==> src/hw/csas_pkg.sv <==
// package: register map, field positions, reset values and timing of the sequencer
package csas_pkg;

  // register addresses, sensing bank
  localparam logic [11:0] ADDR_CTRL0 = 12'h711;
  localparam logic [11:0] ADDR_CTRL1 = 12'h712;
  localparam logic [11:0] ADDR_CTRL2 = 12'h713;
  localparam logic [11:0] ADDR_CTRL3 = 12'h714;
  localparam logic [11:0] ADDR_STAT  = 12'h715;
  localparam logic [11:0] ADDR_PRE   = 12'h716;
  localparam logic [11:0] ADDR_ACQ   = 12'h717;
  localparam logic [11:0] ADDR_GRD   = 12'h718;
  localparam logic [11:0] ADDR_CAP   = 12'h719;
  localparam logic [11:0] ADDR_R0L   = 12'h71a;
  localparam logic [11:0] ADDR_R0H   = 12'h71b;
  localparam logic [11:0] ADDR_R1L   = 12'h71c;
  localparam logic [11:0] ADDR_R1H   = 12'h71d;
  // register addresses, low bank aliases
  localparam logic [11:0] ADDR_A_R0L   = 12'h09b;
  localparam logic [11:0] ADDR_A_R0H   = 12'h09c;
  localparam logic [11:0] ADDR_A_CTRL0 = 12'h09d;
  localparam logic [11:0] ADDR_A_CTRL1 = 12'h09e;
  localparam logic [11:0] ADDR_A_CTRL2 = 12'h09f;
  // interrupt flag register of our own
  localparam logic [11:0] ADDR_IRQ     = 12'h720;

  // control 0 fields
  localparam int CTRL0_ON  = 0;
  localparam int CTRL0_GO  = 1;
  localparam int CTRL0_CHS = 2;
  // control 3 fields
  localparam int CTRL3_DSEN  = 0;
  localparam int CTRL3_IPEN  = 1;
  localparam int CTRL3_OOEN  = 3;
  localparam int CTRL3_OEN   = 4;
  localparam int CTRL3_IPPOL = 6;
  localparam int CTRL3_EPPOL = 7;
  // guard control fields
  localparam int GRD_POL = 4;
  localparam int GRD_BOE = 6;
  localparam int GRD_AOE = 7;
  // control 1 result format bit
  localparam int CTRL1_FM = 7;

  // writable masks, unimplemented bits read as zero
  localparam logic [7:0] MASK_CTRL0 = 8'h7f;
  localparam logic [7:0] MASK_CTRL1 = 8'hf3;
  localparam logic [7:0] MASK_CTRL2 = 8'h70;
  localparam logic [7:0] MASK_CTRL3 = 8'hdb;
  localparam logic [7:0] MASK_COUNT = 8'h7f;
  localparam logic [7:0] MASK_CAP   = 8'h07;
  localparam logic [7:0] MASK_GRD   = 8'hd0;
  localparam logic [7:0] RST_BYTE   = 8'h00;

  // channel codes
  localparam logic [4:0] CHS_IN_LAST = 5'h04;
  localparam logic [4:0] CHS_VREFP   = 5'h1a;
  localparam logic [4:0] CHS_TEMP    = 5'h1d;
  localparam logic [4:0] CHS_FIXREF  = 5'h1f;

  // timing
  localparam logic [2:0] TRIG_TIMER   = 3'h3;
  localparam logic [1:0] DOUBLE_GAP   = 2'h2;
  localparam logic [4:0] CONV_CYCLES  = 5'h0b;
  localparam logic [3:0] RES_BITS     = 4'ha;

  // sequencer states
  typedef enum logic [5:0] {
    CSAS_IDLE = 6'h01,
    CSAS_PRE  = 6'h02,
    CSAS_ACQ  = 6'h04,
    CSAS_CONV = 6'h08,
    CSAS_GAP  = 6'h10,
    CSAS_DONE = 6'h20
  } csas_state_e;

endpackage : csas_pkg

==> src/hw/csas_clkdiv.sv <==
// conversion clock divider producing a one-cycle enable pulse
`timescale 1ns/10ps
`default_nettype none
module csas_clkdiv (
  // clock and reset
  input  wire logic       clk,
  input  wire logic       rst,
  // control
  input  wire logic       run,
  input  wire logic [2:0] sel,
  // enable out
  output var  logic       tick
);
  logic [5:0] cnt_r;
  logic [5:0] limit;

  // divide code to terminal count, rc codes use the slowest rate
  always_comb begin
    unique case (sel)
      3'h0: limit = 6'h01;
      3'h1: limit = 6'h07;
      3'h2: limit = 6'h1f;
      3'h4: limit = 6'h03;
      3'h5: limit = 6'h0f;
      default: limit = 6'h3f;
    endcase
  end

  always_ff @(posedge clk or posedge rst) begin
    if (rst) begin
      cnt_r <= 6'h00;
      tick  <= 1'b0;
    end else if (!run || cnt_r == limit) begin
      cnt_r <= 6'h00;
      tick  <= run;
    end else begin
      cnt_r <= cnt_r + 6'h01;
      tick  <= 1'b0;
    end
  end
endmodule : csas_clkdiv
`default_nettype wire

==> src/hw/csas_top.sv <==
// capacitive sensing converter sequencer with dual-bank register file
`timescale 1ns/10ps
`default_nettype none
module csas_top (
  // clock and reset
  input  wire logic        clk,
  input  wire logic        rst,
  // register port
  input  wire logic [11:0] addr,
  input  wire logic [7:0]  wdata,
  input  wire logic        wr,
  input  wire logic        rd,
  output logic      [7:0]  rdata,
  // converter side
  input  wire logic        timer_trigger,
  input  wire logic        conv_bit,
  output logic             conv_sample,
  output logic             converter_enable,
  // analog switches
  output logic      [7:0]  channel_onehot,
  output logic      [2:0]  extra_cap_select,
  output logic             extra_cap_connect,
  output logic             hold_capacitor_connect,
  output logic             hold_precharge_level,
  output logic             hold_precharge_en,
  // selected channel pin override
  output logic             chan_pin_out,
  output logic             chan_pin_oe,
  // analog bus pin
  output logic             bus_pass_gate,
  output logic             analog_bus_pin_out,
  output logic             analog_bus_pin_oe,
  // guard outputs
  output logic             guard_a,
  output logic             guard_b,
  // status
  output logic             conversion_irq_flag
);
  csas_pkg::csas_state_e st_r, st_nxt;
  logic [7:0] ctrl0_r, ctrl1_r, ctrl2_r, ctrl3_r, pre_r, acq_r, grd_r, cap_r;
  logic [9:0] res0_r, res1_r, shift_r;
  logic [6:0] cnt_r;
  logic [4:0] bits_r;
  logic [1:0] gap_r;
  logic       second_r, irq_r, trig_d_r;
  logic       tick;

  // ==========================================
  // address decode, each alias one register
  wire s_c0 = addr == csas_pkg::ADDR_CTRL0 || addr == csas_pkg::ADDR_A_CTRL0;
  wire s_c1 = addr == csas_pkg::ADDR_CTRL1 || addr == csas_pkg::ADDR_A_CTRL1;
  wire s_c2 = addr == csas_pkg::ADDR_CTRL2 || addr == csas_pkg::ADDR_A_CTRL2;
  wire s_r0l = addr == csas_pkg::ADDR_R0L || addr == csas_pkg::ADDR_A_R0L;
  wire s_r0h = addr == csas_pkg::ADDR_R0H || addr == csas_pkg::ADDR_A_R0H;
  wire s_c3  = addr == csas_pkg::ADDR_CTRL3;
  wire s_st  = addr == csas_pkg::ADDR_STAT;
  wire s_pre = addr == csas_pkg::ADDR_PRE;
  wire s_acq = addr == csas_pkg::ADDR_ACQ;
  wire s_grd = addr == csas_pkg::ADDR_GRD;
  wire s_cap = addr == csas_pkg::ADDR_CAP;
  wire s_r1l = addr == csas_pkg::ADDR_R1L;
  wire s_r1h = addr == csas_pkg::ADDR_R1H;
  wire s_irq = addr == csas_pkg::ADDR_IRQ;

  // ==========================================
  // effective controls
  wire        on      = ctrl0_r[csas_pkg::CTRL0_ON];
  wire        busy    = ctrl0_r[csas_pkg::CTRL0_GO];
  wire [4:0]  chs     = ctrl0_r[6:2];
  wire        dsen    = ctrl3_r[csas_pkg::CTRL3_DSEN];
  wire        inv     = second_r && dsen && ctrl3_r[csas_pkg::CTRL3_IPEN];
  wire        ipol    = ctrl3_r[csas_pkg::CTRL3_IPPOL] ^ inv;
  wire        epol    = ctrl3_r[csas_pkg::CTRL3_EPPOL] ^ inv;
  wire        gpol    = grd_r[csas_pkg::GRD_POL] ^ inv;
  wire        trig_en = ctrl2_r[6:4] == csas_pkg::TRIG_TIMER;
  wire        trig_ev = on && trig_en && timer_trigger && !trig_d_r;
  wire        sw_go   = wr && s_c0 && wdata[csas_pkg::CTRL0_GO] && on;
  wire        start   = st_r == csas_pkg::CSAS_IDLE && (busy || trig_ev);
  wire        in_pre  = st_r == csas_pkg::CSAS_PRE;
  wire        in_acq  = st_r == csas_pkg::CSAS_ACQ;
  wire        in_conv = st_r == csas_pkg::CSAS_CONV;
  wire        conv_end = in_conv && tick && bits_r == 5'(csas_pkg::RES_BITS) - 5'h01;
  wire        abort   = !on || (wr && s_c0 && !wdata[csas_pkg::CTRL0_GO]);
  wire        finish  = st_r == csas_pkg::CSAS_DONE;
  wire [9:0]  shift_n = {shift_r[8:0], conv_bit};
  wire [9:0]  res_now = 10'(shift_r << (4'(csas_pkg::RES_BITS) - bits_r[3:0]));
  wire        pre_zero = pre_r[6:0] == 7'h00;

  // ==========================================
  // sequencer
  always_comb begin
    st_nxt = st_r;
    unique case (st_r)
      csas_pkg::CSAS_IDLE: if (start) st_nxt = pre_zero ? csas_pkg::CSAS_ACQ
                                                        : csas_pkg::CSAS_PRE;
      csas_pkg::CSAS_PRE:  if (cnt_r == 7'h01) st_nxt = csas_pkg::CSAS_ACQ;
      csas_pkg::CSAS_ACQ:  if (cnt_r <= 7'h01) st_nxt = csas_pkg::CSAS_CONV;
      csas_pkg::CSAS_CONV: if (conv_end) st_nxt = csas_pkg::CSAS_DONE;
      csas_pkg::CSAS_DONE: st_nxt = (dsen && !second_r) ? csas_pkg::CSAS_GAP
                                                        : csas_pkg::CSAS_IDLE;
      csas_pkg::CSAS_GAP:  if (gap_r == 2'h1) st_nxt = pre_zero ? csas_pkg::CSAS_ACQ
                                                                : csas_pkg::CSAS_PRE;
      default: st_nxt = csas_pkg::CSAS_IDLE;
    endcase
    if (abort && st_r != csas_pkg::CSAS_IDLE) st_nxt = csas_pkg::CSAS_IDLE;
  end

  always_ff @(posedge clk or posedge rst) begin
    if (rst) begin
      st_r <= csas_pkg::CSAS_IDLE;
      cnt_r <= 7'h00;
      gap_r <= 2'h0;
      bits_r <= 5'h00;
      shift_r <= 10'h000;
      second_r <= 1'b0;
    end else begin
      st_r <= st_nxt;
      if (st_nxt == csas_pkg::CSAS_PRE && !in_pre) cnt_r <= pre_r[6:0];
      else if (st_nxt == csas_pkg::CSAS_ACQ && !in_acq) cnt_r <= acq_r[6:0];
      else if (cnt_r != 7'h00) cnt_r <= cnt_r - 7'h01;
      gap_r <= finish ? csas_pkg::DOUBLE_GAP - 2'h1 : 2'h0;
      if (st_nxt == csas_pkg::CSAS_CONV && !in_conv) bits_r <= 5'h00;
      else if (in_conv && tick) bits_r <= bits_r + 5'h01;
      if (in_conv && tick) shift_r <= shift_n;
      if (start) second_r <= 1'b0;
      else if (finish) second_r <= 1'b1;
    end
  end

  // ==========================================
  // register writes and hardware updates
  always_ff @(posedge clk or posedge rst) begin
    if (rst) begin
      ctrl0_r <= csas_pkg::RST_BYTE;
      ctrl1_r <= csas_pkg::RST_BYTE;
      ctrl2_r <= csas_pkg::RST_BYTE;
      ctrl3_r <= csas_pkg::RST_BYTE;
      pre_r <= csas_pkg::RST_BYTE;
      acq_r <= csas_pkg::RST_BYTE;
      grd_r <= csas_pkg::RST_BYTE;
      cap_r <= csas_pkg::RST_BYTE;
      res0_r <= 10'h000;
      res1_r <= 10'h000;
      irq_r <= 1'b0;
      trig_d_r <= 1'b0;
    end else begin
      trig_d_r <= timer_trigger;
      if (wr && s_c0) ctrl0_r <= (wdata & csas_pkg::MASK_CTRL0) &
                                 {6'h3f, sw_go || busy && wdata[1], 1'b1};
      if (trig_ev && !busy) ctrl0_r[csas_pkg::CTRL0_GO] <= 1'b1;
      if (!on) ctrl0_r[csas_pkg::CTRL0_GO] <= 1'b0;
      if (finish && !(dsen && !second_r)) ctrl0_r[csas_pkg::CTRL0_GO] <= 1'b0;
      if (wr && s_c1) ctrl1_r <= wdata & csas_pkg::MASK_CTRL1;
      if (wr && s_c2) ctrl2_r <= wdata & csas_pkg::MASK_CTRL2;
      if (wr && s_c3) ctrl3_r <= wdata & csas_pkg::MASK_CTRL3;
      if (wr && s_pre) pre_r <= wdata & csas_pkg::MASK_COUNT;
      if (wr && s_acq) acq_r <= wdata & csas_pkg::MASK_COUNT;
      if (wr && s_grd) grd_r <= wdata & csas_pkg::MASK_GRD;
      if (wr && s_cap) cap_r <= wdata & csas_pkg::MASK_CAP;
      if (finish && !second_r) res0_r <= shift_r;
      if (finish && second_r) res1_r <= shift_r;
      if (in_conv && abort && !second_r) res0_r <= res_now;
      if (in_conv && abort && second_r) res1_r <= res_now;
      if (wr && s_irq && !wdata[0]) irq_r <= 1'b0;
      if (finish) irq_r <= 1'b1;
    end
  end

  // ==========================================
  // read data, result justification
  wire        fm = ctrl1_r[csas_pkg::CTRL1_FM];
  wire [7:0]  r0l = fm ? res0_r[7:0] : {res0_r[1:0], 6'h00};
  wire [7:0]  r0h = fm ? {6'h00, res0_r[9:8]} : res0_r[9:2];
  wire [7:0]  r1l = fm ? res1_r[7:0] : {res1_r[1:0], 6'h00};
  wire [7:0]  r1h = fm ? {6'h00, res1_r[9:8]} : res1_r[9:2];
  wire [7:0]  stat = {5'h00, in_conv, in_acq || in_pre, in_acq};
  wire [7:0]  rd_mux = s_c0 ? {1'b0, ctrl0_r[6:0]} :
                       s_c1 ? ctrl1_r : s_c2 ? ctrl2_r : s_c3 ? ctrl3_r :
                       s_st ? stat : s_pre ? pre_r : s_acq ? acq_r :
                       s_grd ? grd_r : s_cap ? cap_r : s_r0l ? r0l :
                       s_r0h ? r0h : s_r1l ? r1l : s_r1h ? r1h :
                       s_irq ? {7'h00, irq_r} : 8'h00;

  // ==========================================
  // channel decode
  logic [7:0] chan_nxt;
  always_comb begin
    chan_nxt = 8'h00;
    if (chs <= csas_pkg::CHS_IN_LAST) chan_nxt = 8'(8'h01 << chs[2:0]);
    else if (chs == csas_pkg::CHS_VREFP) chan_nxt = 8'h20;
    else if (chs == csas_pkg::CHS_TEMP) chan_nxt = 8'h40;
    else if (chs == csas_pkg::CHS_FIXREF) chan_nxt = 8'h80;
  end

  csas_clkdiv u_div (
    .clk  (clk),
    .rst  (rst),
    .run  (in_conv),
    .sel  (ctrl1_r[6:4]),
    .tick (tick)
  );

  // ==========================================
  // registered outputs
  wire oen  = ctrl3_r[csas_pkg::CTRL3_OEN];
  wire ooen = ctrl3_r[csas_pkg::CTRL3_OOEN];
  always_ff @(posedge clk or posedge rst) begin
    if (rst) begin
      rdata <= 8'h00;
      conv_sample <= 1'b0;
      converter_enable <= 1'b0;
      channel_onehot <= 8'h00;
      extra_cap_select <= 3'h0;
      extra_cap_connect <= 1'b0;
      hold_capacitor_connect <= 1'b0;
      hold_precharge_level <= 1'b0;
      hold_precharge_en <= 1'b0;
      chan_pin_out <= 1'b0;
      chan_pin_oe <= 1'b0;
      bus_pass_gate <= 1'b0;
      analog_bus_pin_out <= 1'b0;
      analog_bus_pin_oe <= 1'b0;
      guard_a <= 1'b0;
      guard_b <= 1'b0;
      conversion_irq_flag <= 1'b0;
    end else begin
      rdata <= rd ? rd_mux : 8'h00;
      conv_sample <= in_conv && tick;
      converter_enable <= on;
      channel_onehot <= (on && !in_pre) ? chan_nxt : 8'h00;
      extra_cap_select <= cap_r[2:0];
      extra_cap_connect <= on && cap_r[2:0] != 3'h0 && !in_conv;
      hold_capacitor_connect <= on && in_acq;
      hold_precharge_level <= ipol;
      hold_precharge_en <= on && in_pre;
      chan_pin_out <= epol;
      chan_pin_oe <= on && in_pre;
      bus_pass_gate <= oen;
      analog_bus_pin_out <= ipol;
      analog_bus_pin_oe <= oen && ooen && on && in_pre;
      guard_a <= grd_r[csas_pkg::GRD_AOE] && on && (in_acq ? !gpol : gpol);
      guard_b <= grd_r[csas_pkg::GRD_BOE] && on && (in_acq ? gpol : !gpol);
      conversion_irq_flag <= irq_r;
    end
  end
endmodule : csas_top
`default_nettype wire

==> config.mk <==
export PLATFORM = sky130hd
export DESIGN_NAME = csas_top
export DESIGN_NICKNAME = d
export VERILOG_FILES = /design/src/hw/csas_pkg.sv /design/src/hw/csas_clkdiv.sv /design/src/hw/csas_top.sv
export SDC_FILE = /design/constraint.sdc
export NUM_CORES = 1
export LEC_CHECK = 0
export BUFFER_PORTS_ARGS = -buffer_cell sky130_fd_sc_hd__buf_2
export CORE_MARGIN = 1
export CORE_UTILIZATION = 50
export DETAILED_ROUTE_END_ITERATION = 8
export PLACE_DENSITY = 0.73
export SYNTH_ARGS = -nofsm -noshare
export SYNTH_HDL_FRONTEND = slang
export SYNTH_SLANG_ARGS = --single-unit
==> constraint.sdc <==
create_clock -name clk -period 3.29 [get_ports clk]
set_input_delay 0 -clock clk [delete_from_list [all_inputs] [get_ports clk]]
set_output_delay 0 -clock clk [all_outputs]
set_load 0.01 [all_outputs]
==> run_results.csv, run 1 <==
group,metric,value,unit
layout,drive_gt1_share,21.8,%
yosys,ys_seq_elements,132,
yosys,async_flop_share,100,%
power_and_ir_drop,cellPowerDensity,451,mW/mm²
grt,overflow,0,
grt,grt_use_total,28.0,%
worst_setup_path,r2r-end,"res0_r[7]",
grt,grt_pass1_wl,31600,µm
routing,vias,6026,
sta,slew_headroom,30.6,%
layout,syn_to_final_growth,16.1,%
die,core,0.0140,mm²
layout,num_antenna_cells,0,
cts,numClockSinks,132,
worst_setup_path,cp_max_fo,16,
worst_setup_path,reg2reg_slack,570,ps
worst_setup_path,path_cells,"ha_1 > mux2_2 > o21ai_0 > o21ai_0 > a32o_1 > a22o_1",
sta,fmax,0.368,GHz
yosys,syn-instance-count,709,
grt,antenna_found_initial,0,
status,status,"finished, final reports clean",
worst_setup_path,critPathTopFamily,"compound AO/OA/AOI/OAI gates",
die,fp-row-count,43,
layout,final_util,60.0,%
routing,drc,0,
placed_design,place_congestion,0.940,
placed_design,hpwlAfterDp,14200,µm
die,fp.dieH,122,µm
die,fp.dieW,122,µm
power_and_ir_drop,ir_worst_vdd,0.000347,V
min_path,hold_depth,5,
worst_setup_path,crit_buf_inv,0,
cts,cts_resized,0,
sta,finalSetupViolations,0,
layout,layout_common_cells,"131 x dfrtp_1, 58 x buf_2, 55 x nor2_1, 55 x nand2_1, 50 x mux2_2",
sta,tightest_slew,1030,ps
worst_setup_path,reg2reg_from,"bits_r[0]",
min_path,hold_path_startpoint,"addr[5]",
routing,routed_via_density,6.25,
placed_design,io_buffer_count,58,
routing,dr.pass1.iters,5,
cts,cts.path.max_buffers,2,
min_path,worstHoldEndpoint,"irq_r",
worst_setup_path,required,3600,ps
layout,nets,803,
layout,final_common_cell,"dfrtp_1",
cts,cts_root_buffer,"clkbuf_16",
min_path,hp-class,"primary input to flop",
die,die_area,0.0150,mm²
cts,cts_tree,"yes",
worst_setup_path,path_class,"flop to flop",
yosys,yosysSeqAreaShare,45.5,%
sta,tns,0,ps
placed_design,place_area,0.00767,mm²
layout,n_fill_cell,1152,
power_and_ir_drop,p_leak,0.00381,µW
yosys,synth_ff_type,"dfrtp_1",
layout,postLayoutCellArea,0.00842,mm²
grt,grt_max_degree,73,
worst_setup_path,worstSetupStartpointType,"flop",
worst_setup_path,worst_path_max_delay_cell,"ha_1",
routing,wire_per_inst,20.7,µm
sta,hold_viol,0,
worst_setup_path,path_common_cell,"o21ai_0",
worst_setup_path,worstRegToRegCells,6,
sta,rsz0062_at_grt,"false",
cts,h-tree-depth,4,
sta,finalCritPeriodShare,82.6,%
routing,drtAntennaViolNets,0,
worst_setup_path,cp-end-kind,"flop",
routing,drtIter0Drc,521,
yosys,synth_nets,741,
sta,maxSlewViolCount,0,
sta,timing.final.ws_setup,571,ps
yosys,avgSynthCellArea,10.2,µm²
placed_design,dpl_worst_slack,564,ps
cts,cts_buffers,17,
run,drv_cap,0,
grt,grt_pass1_vias,5735,
worst_setup_path,max_stage_delay,740,ps
routing,drt_wl_total,19900,µm
sta,fin_worst_skew,13.6,ps
yosys,synth_edf_count,0,
die,start_util,51.7,%
die,io_pins,59,
cts,clk_pin_slew,60,ps
yosys,synth.distinct_cells,83,
sta,finalCriticalPeriod,2720,ps
cts,clk_latency,420,ps
yosys,yosysWarnings,0,
yosys,syn_area,0.00726,mm²
worst_setup_path,crit_arrival,3030,ps
-- kinds of logic after synthesis --
group / after synthesis / share of synthesized area [%]
multiplexers: 72 / 11.7
flip-flops: 132 / 45.5
AO/OA/AOI/OAI: 178 / 17.6
adder cells (fa/ha/maj): 6 / 1.03
AND/OR/NAND/NOR: 237 / 18.0
buffers and inverters: 63 / 3.72
XOR/XNOR: 21 / 2.53
-- repair_timing --
action / in CTS / in global routing
setup buffers: 0 / 0
hold endpoints to repair: 75 / 0
hold buffers: 15 / 0
-- synthesized netlist by cell type (7+ instances only) --
cell        n  area [µm²]
xor2_1     10        87.6
dfrtp_1   131        3280
o21ai_0    34         170
clkbuf_1   17        63.8
a2111o_1    7        78.8
xnor2_1    11        96.3
a21oi_1    39         195
inv_1      23        86.3
and2_1     11        68.8
nand3_1    20         100
mux2i_1    17         170
nand2_1    55         206
a31oi_1    11        68.8
and3_1     10        62.6
a22o_1     10        87.6
nand2b_1    8        50.1
nor3_1     19        95.1
nor2_1     55         206
nor2b_1    12        75.1
buf_2      12        60.1
mux2_2     50         563
-- how the worst max path moves through the flow --
stage          startpoint        end  slack (ps)  depth (start not counted)
6_report        bits_r[0]  res0_r[7]         570                          6
5_1_grt         bits_r[0]  res0_r[8]         360                          7
4_1_cts         bits_r[0]  res0_r[7]         570                          6
3_5_place_dp    bits_r[0]  res0_r[7]         560                          6
3_3_place_gp    bits_r[0]  res0_r[8]         640                          7
2_1_floorplan   bits_r[1]  res0_r[8]        1080                          9
-- layout make-up --
class	instances	area [µm²]	share of cell area (%)
clock buffers	22	474	5.63
clock inverters	10	123	1.46
inverters	24	93.8	1.11
multi-input cells	514	3680	43.7
flip-flops and latches	132	3300	39.2
well taps	180	225	2.67
repair buffers	82	520	6.18
-- metal layers --
layer / vias up / track usage, % / wire length (µm)
li1: 2759 / - / -
met1: 2979 / 38.1 / 8880
met2: 237 / 43.0 / 9180
met3: 51 / 5.58 / 1150
met4: 0 / 12.9 / 703
met5: - / 0 / 0
-- flip-flops by register name, summed over array words and instances (netlist names), 3 cells and up --
name              cells
shift_r              10
cap_r                 3
ctrl0_r               7
ctrl3_r               6
ctrl2_r               3
channel_onehot        8
res1_r               10
ctrl1_r               6
cnt_r                 7
extra_cap_select      3
u_div.cnt_r           6
acq_r                 7
bits_r                5
rdata                 8
pre_r                 7
st_r                  6
res0_r               10
grd_r                 3
-- where the power goes --
group,internal [µW],switching [µW]
logic,80.2,141
registers,1640,20.2
clock network,1180,735
total,2900,896
-- through the flow --
step	hold slack [ps]	power [µW]	cells
global route	104	3910	964
floorplan	31.4	1820	709
finish	68.5	3800	964
detailed placement	125	1900	917
CTS	61.0	3810	964
global placement	109	1890	917
-- worst register-to-register path, delay by kind of cell (launching register included) --
family / cells / cell delay (ps)
AO/OA/AOI/OAI: 4 / 890
multiplexers: 1 / 390
adder cells (fa/ha/maj): 1 / 740
flip-flops: 1 / 590
(Power assumes the default switching activity.)
==> run 2: changes to the inputs <==
- clock period: 3.29 -> 2.5 ns (I/O delays scaled with it)
==> run 2 against run 1 <==
  * Sequential power grew 32%
  * Combinational power grew 33%
  * Via count grew 2.2%
  * Design area grew 2.3%
  * Largest power group unchanged
  * Worst setup slack lost 470 ps
  * Clock skew shrank 4.4 ps
  * Cell count grew 2.1%
  * Core utilization grew 1.4 points
  * First-iteration DRC count shrank 0.77%
  * Register-to-register slack lost 470 ps
  * Maximum frequency grew 13%
  * Count of clock-buffer cells in the layout shrank 3
==> run_results.csv, run 2 (synthesis results as in run 1) <==
group,metric,value,unit
cts,numClockSinks,132,
routing,wire_per_inst,20.8,µm
sta,finalCriticalPeriod,2400,ps
sta,slew_headroom,48.8,%
cts,clk_latency,430,ps
sta,rsz0062_at_grt,"true",
routing,routed_via_density,6.26,
layout,syn_to_final_growth,18.8,%
grt,grt_use_total,29.0,%
power_and_ir_drop,p_leak,0.00393,µW
grt,overflow,0,
cts,cts_root_buffer,"clkbuf_16",
grt,grt_pass1_vias,6115,
power_and_ir_drop,ir_worst_vdd,0.000470,V
power_and_ir_drop,power.internal,3980,µW
run,drv_cap,0,
placed_design,io_buffer_count,58,
power_and_ir_drop,pwr-share-comb,5.6,%
die,core,0.0140,mm²
sta,fmax,0.417,GHz
layout,nets,823,
layout,postLayoutCellArea,0.00862,mm²
cts,cts_buffers,17,
die,fp-row-count,43,
die,io_pins,59,
routing,vias,6161,
sta,tightest_slew,768,ps
worst_setup_path,required,2820,ps
die,die_area,0.0150,mm²
grt,antenna_found_initial,0,
placed_design,place_area,0.00783,mm²
power_and_ir_drop,p_sw,1220,µW
layout,num_antenna_cells,0,
routing,drtAntennaViolNets,0,
worst_setup_path,path_class,"flop to flop",
sta,finalCritPeriodShare,96.0,%
worst_setup_path,cp_max_fo,21,
layout,final_common_cell,"dfrtp_1",
grt,grt_pass1_wl,32600,µm
power_and_ir_drop,cellPowerDensity,603,mW/mm²
status,status,"finished, final reports clean",
routing,drtIter0Drc,517,
grt,grt_max_degree,133,
cts,cts_tree,"yes",
sta,finalSetupViolations,0,
routing,dr.pass1.iters,7,
min_path,hp-class,"primary input to flop",
layout,layout_common_cells,"131 x dfrtp_1, 58 x buf_2, 55 x nor2_1, 55 x nand2_1, 50 x mux2_2",
power_and_ir_drop,p_seq_share,42.2,%
layout,drive_gt1_share,24.0,%
die,start_util,51.7,%
placed_design,place_congestion,0.960,
die,fp.dieH,122,µm
power_and_ir_drop,p_clk_share,52.2,%
worst_setup_path,cp-end-kind,"flop",
layout,top_regs,"res0_r: 10 flops, res1_r: 10 flops, shift_r: 10 flops",
sta,fin_worst_skew,9.11,ps
sta,maxSlewViolCount,0,
sta,hold_viol,0,
routing,drc,0,
cts,cts.path.max_buffers,2,
die,fp.dieW,122,µm
cts,h-tree-depth,4,
routing,drt_wl_total,20500,µm
power_and_ir_drop,sw_frac_of_total,23.4,%
worst_setup_path,worstSetupStartpointType,"flop",
placed_design,hpwlAfterDp,14700,µm
worst_setup_path,crit_arrival,2720,ps
layout,final_util,61.4,%
worst_setup_path,reg2reg_slack,100,ps
cts,clk_pin_slew,60,ps
## run 2: changes by cell type in the layout (fill, tap and decap cells not counted)
cell | before | now
bufinv_16 | 2 | 4
a2111oi_0 | 2 | 1
o31a_2 | 0 | 1
clkinvlp_4 | 4 | 2
inv_8 | 0 | 1
clkbuf_8 | 3 | 1
clkbuf_1 | 2 | 1
a2111oi_1 | 0 | 1
o31a_1 | 1 | 0
buf_4 | 8 | 28
inv_6 | 2 | 3
clkinv_4 | 2 | 3
## run 2: power groups by stage
stage | combinational [µW] | clock [µW] | sequential (µW)
floorplan | 173 | 0 | 2220
global placement | 269 | 0 | 2230
detailed placement | 277 | 0 | 2230
CTS | 294 | 2740 | 2190
global route | 328 | 2850 | 2190
finish | 294 | 2710 | 2190
## run 2: layout make-up
type / instances / area (µm²)
inverters: 24 / 93.8
well taps: 180 / 225
multi-input cells: 514 / 3680
clock buffers: 19 / 443
repair buffers: 102 / 671
flip-flops and latches: 132 / 3300
fillers: 1143 / 5430
clock inverters: 13 / 196
## run 2: worst max-delay path, cell delays in order (launching register included)
cell,delay (ps)
dfrtp_1,420
nand2b_1,180
a2111oi_1,530
a21oi_1,90
o31a_2,440
or2_2,400
a31o_1,220
## run 2: final timing paths
kind,end,cells after the start,start
setup / recovery,cnt_r[6],6,st_r[4]
hold / removal,rdata[7],3,addr[1]
setup reg to reg,cnt_r[6],6,st_r[4]
hold reg to reg,extra_cap_select[1],0,cap_r[1]
max in group asynchronous,bits_r[1],4,rst
min in group asynchronous,conversion_irq_flag,4,rst
## run 2: timing repair
| item | in CTS | in global routing |
|---|---|---|
| endpoints found under the setup margin | 0 | 13 |
| setup buffers | 0 | 0 |
| hold buffers | 15 | 0 |
| gates resized for setup | 0 | 2 |
| endpoints found under the hold margin | 178 | 0 |
## run 2: metal layers
layer / track usage [%] / routed length, µm / vias to the layer above
met4: 13.6 / 739 / 0
met3: 4.93 / 1150 / 51
met1: 38.1 / 8920 / 3052
met2: 46.6 / 9700 / 258
met5: 0 / 0 / -
li1: - / - / 2800
## run 2: metrics by stage
step	std cells	hold slack [ps]	setup TNS, ps	setup slack [ps]	power [µW]
final	984	41.0	0	99.5	5200
after detailed placement	937	127	0	50.2	2500
after global routing	984	94.2	-38.0	-28.4	5370
after CTS	984	16.9	0	55.0	5220
after floorplan	709	31.4	0	295	2390
after global placement	937	126	0	178	2500
==> run 3: changes to the inputs <==
- RECOVER_POWER: unset -> 25
- SETUP_SLACK_MARGIN: unset -> 0.3
==> run 3 against run 2 <==
  * The run now ends with capacitance limit, slew limit left
  * Worst setup slack gained 250 ps
  * Flip-flop and latch count stayed put
  * Die area unchanged
  * Core utilization is 1.9 points higher
  * Count of clock-buffer cells in the layout fell by 1
  * Via count up 1.6%
  * Power is 2.1% lower
  * Cell count grew 2.0%
  * Combinational power grew 5%
  * Highest routed layer is now met5
==> run_results.csv, run 3 (synthesis results as in run 1) <==
group,metric,value,unit
cts,cts.path.max_buffers,2,
worst_setup_path,path_common_cell,"buf_4",
placed_design,place_congestion,0.967,
sta,slew_headroom,-9.02,%
placed_design,place_area,0.00785,mm²
grt,overflow,0,
worst_setup_path,crit_arrival,2470,ps
layout,top_regs,"res0_r: 10 flops, res1_r: 10 flops, shift_r: 10 flops",
layout,n_fill_cell,1121,
layout,drive_gt1_share,25.0,%
layout,nets,843,
run,drv_cap,1,
grt,grt_use_total,29.2,%
sta,fin_worst_skew,7.51,ps
power_and_ir_drop,p_clk_share,50.9,%
routing,vias,6259,
worst_setup_path,path_cells,"buf_4 > nor4_4 > buf_4 > and4_4 > o21ai_4 > a2111o_1 > a31o_1",
worst_setup_path,critPathTopFamily,"compound AO/OA/AOI/OAI gates",
routing,dr.pass1.iters,5,
layout,layout_common_cells,"126 x dfrtp_1, 55 x nor2_1, 55 x nand2_1",
grt,antenna_found_initial,1,
sta,tns,0,ps
worst_setup_path,required,2820,ps
cts,h-tree-depth,4,
min_path,hp-class,"primary input to flop",
sta,rsz0062_at_grt,"true",
grt,grt_pass1_wl,32600,µm
status,status,"complete, but fails checks",
layout,num_antenna_cells,0,
grt,grt_max_degree,53,
routing,drtIter0Drc,517,
sta,finalCritPeriodShare,86.1,%
power_and_ir_drop,power.internal,3880,µW
placed_design,post-place-cells,937,
die,core,0.0140,mm²
worst_setup_path,worst_path_max_delay_cell,"dfrtp_2",
worst_setup_path,path_class,"flop to flop",
power_and_ir_drop,power,5090,µW
die,io_pins,59,
power_and_ir_drop,p_leak,0.00391,µW
routing,routed_via_density,6.23,
worst_setup_path,max_stage_delay,430,ps
sta,hold_viol,0,
power_and_ir_drop,sw_frac_of_total,23.8,%
power_and_ir_drop,pwr-share-comb,6.0,%
routing,drc,0,
worst_setup_path,cp-end-kind,"flop",
die,fp.dieW,122,µm
worst_setup_path,cp_max_fo,9,
placed_design,hpwlAfterDp,15000,µm
cts,clk_latency,430,ps
layout,postLayoutCellArea,0.00888,mm²
routing,drtAntennaViolNets,0,
die,start_util,51.7,%
die,fp-row-count,43,
layout,syn_to_final_growth,22.4,%
worst_setup_path,crit_buf_inv,2,
power_and_ir_drop,ir_worst_vdd,0.000518,V
sta,finalCriticalPeriod,2150,ps
cts,clk_pin_slew,60,ps
layout,stdcell_count,1004,
die,die_area,0.0150,mm²
power_and_ir_drop,p_sw,1210,µW
routing,wire_per_inst,21.1,µm
placed_design,io_buffer_count,58,
routing,drt_wl_total,21200,µm
cts,cts_root_buffer,"clkbuf_16",
power_and_ir_drop,p_seq_share,43.0,%
die,fp.dieH,122,µm
cts,cts_buffers,17,
sta,tightest_slew,1630,ps
grt,grt_pass1_vias,6062,
cts,numClockSinks,132,
cts,cts_tree,"yes",
sta,fmax,0.465,GHz
sta,maxSlewViolCount,33,
worst_setup_path,worstSetupStartpointType,"flop",
layout,final_common_cell,"dfrtp_1",
sta,finalSetupViolations,0,
status,failed_checks,"capacitance limit, slew limit",
power_and_ir_drop,cellPowerDensity,573,mW/mm²
==> run 3: cell count changes in the layout (fill, tap and decap cells not counted), sizes merged <==
cell           previous run  this run
inv                      26        25
buf                      87        73
bufinv                    4         3
clkbuf                   19        52
dlygate4sd3              15        14
clkinvlp                  2         5
clkdlybuf4s15             0         1
==> run 3: path summary, 6_finish.rpt <==
kind,start,endpoint,slack (ps),cells after the start
setup / recovery,st_r[3],cnt_r[6],350,7
hold / removal,wr,cap_r[2],90,3
setup reg to reg,st_r[3],cnt_r[6],350,7
hold reg to reg,irq_r,conversion_irq_flag,430,0
max in group asynchronous,rst,st_r[0],1060,4
min in group asynchronous,rst,conversion_irq_flag,520,3
==> run 3: per-layer routing <==
layer,vias up,track usage [%],wire length [µm]
li1,2851,-,-
met2,266,46.9,10200
met1,3098,38.2,9040
met5,-,0,10
met3,42,6.41,1460
met4,2,11.5,466
==> run 3: power by group through the flow <==
stage / registers (µW) / clock network, µW / logic, µW
6_report: 2190 / 2590 / 308
5_1_grt: 2190 / 2740 / 339
4_1_cts: 2190 / 2620 / 303
3_5_place_dp: 2230 / 0 / 286
3_3_place_gp: 2230 / 0 / 280
2_1_floorplan: 2220 / 0 / 173
==> run 3: cell type report <==
type / count / area [µm²] / area share, %
tap: 180 / 225 / 2.54
timing repair buffer: 122 / 810 / 9.12
clock buffer: 18 / 439 / 4.95
sequential: 132 / 3310 / 37.3
inverter: 24 / 95.1 / 1.07
multi-input combinational: 514 / 3830 / 43.1
clock inverter: 14 / 175 / 1.97
==> run 3: worst min-delay path, delay by kind of cell <==
family                 cells  cell delay [ps]
AND/OR/NAND/NOR            1              150
multiplexers               1              170
buffers and inverters      1              160
==> run 3: timing repair <==
action,4_1_cts,5_1_grt
cloned,0,1
gates resized for setup,17,31
endpoints found under the setup margin,22,39
endpoints found under the hold margin,80,0
setup buffers,10,10
pin swaps,3,5
hold buffers,14,0
==> run 3: per-stage QoR <==
step                util, %  worst slack, ps  hold slack, ps
floorplan                 -              414            31.4
detailed placement     55.9              149             125
global placement       55.9              197             123
global route           63.2              273             105
finish                 63.2              348            86.8
CTS                    62.2              287            69.6
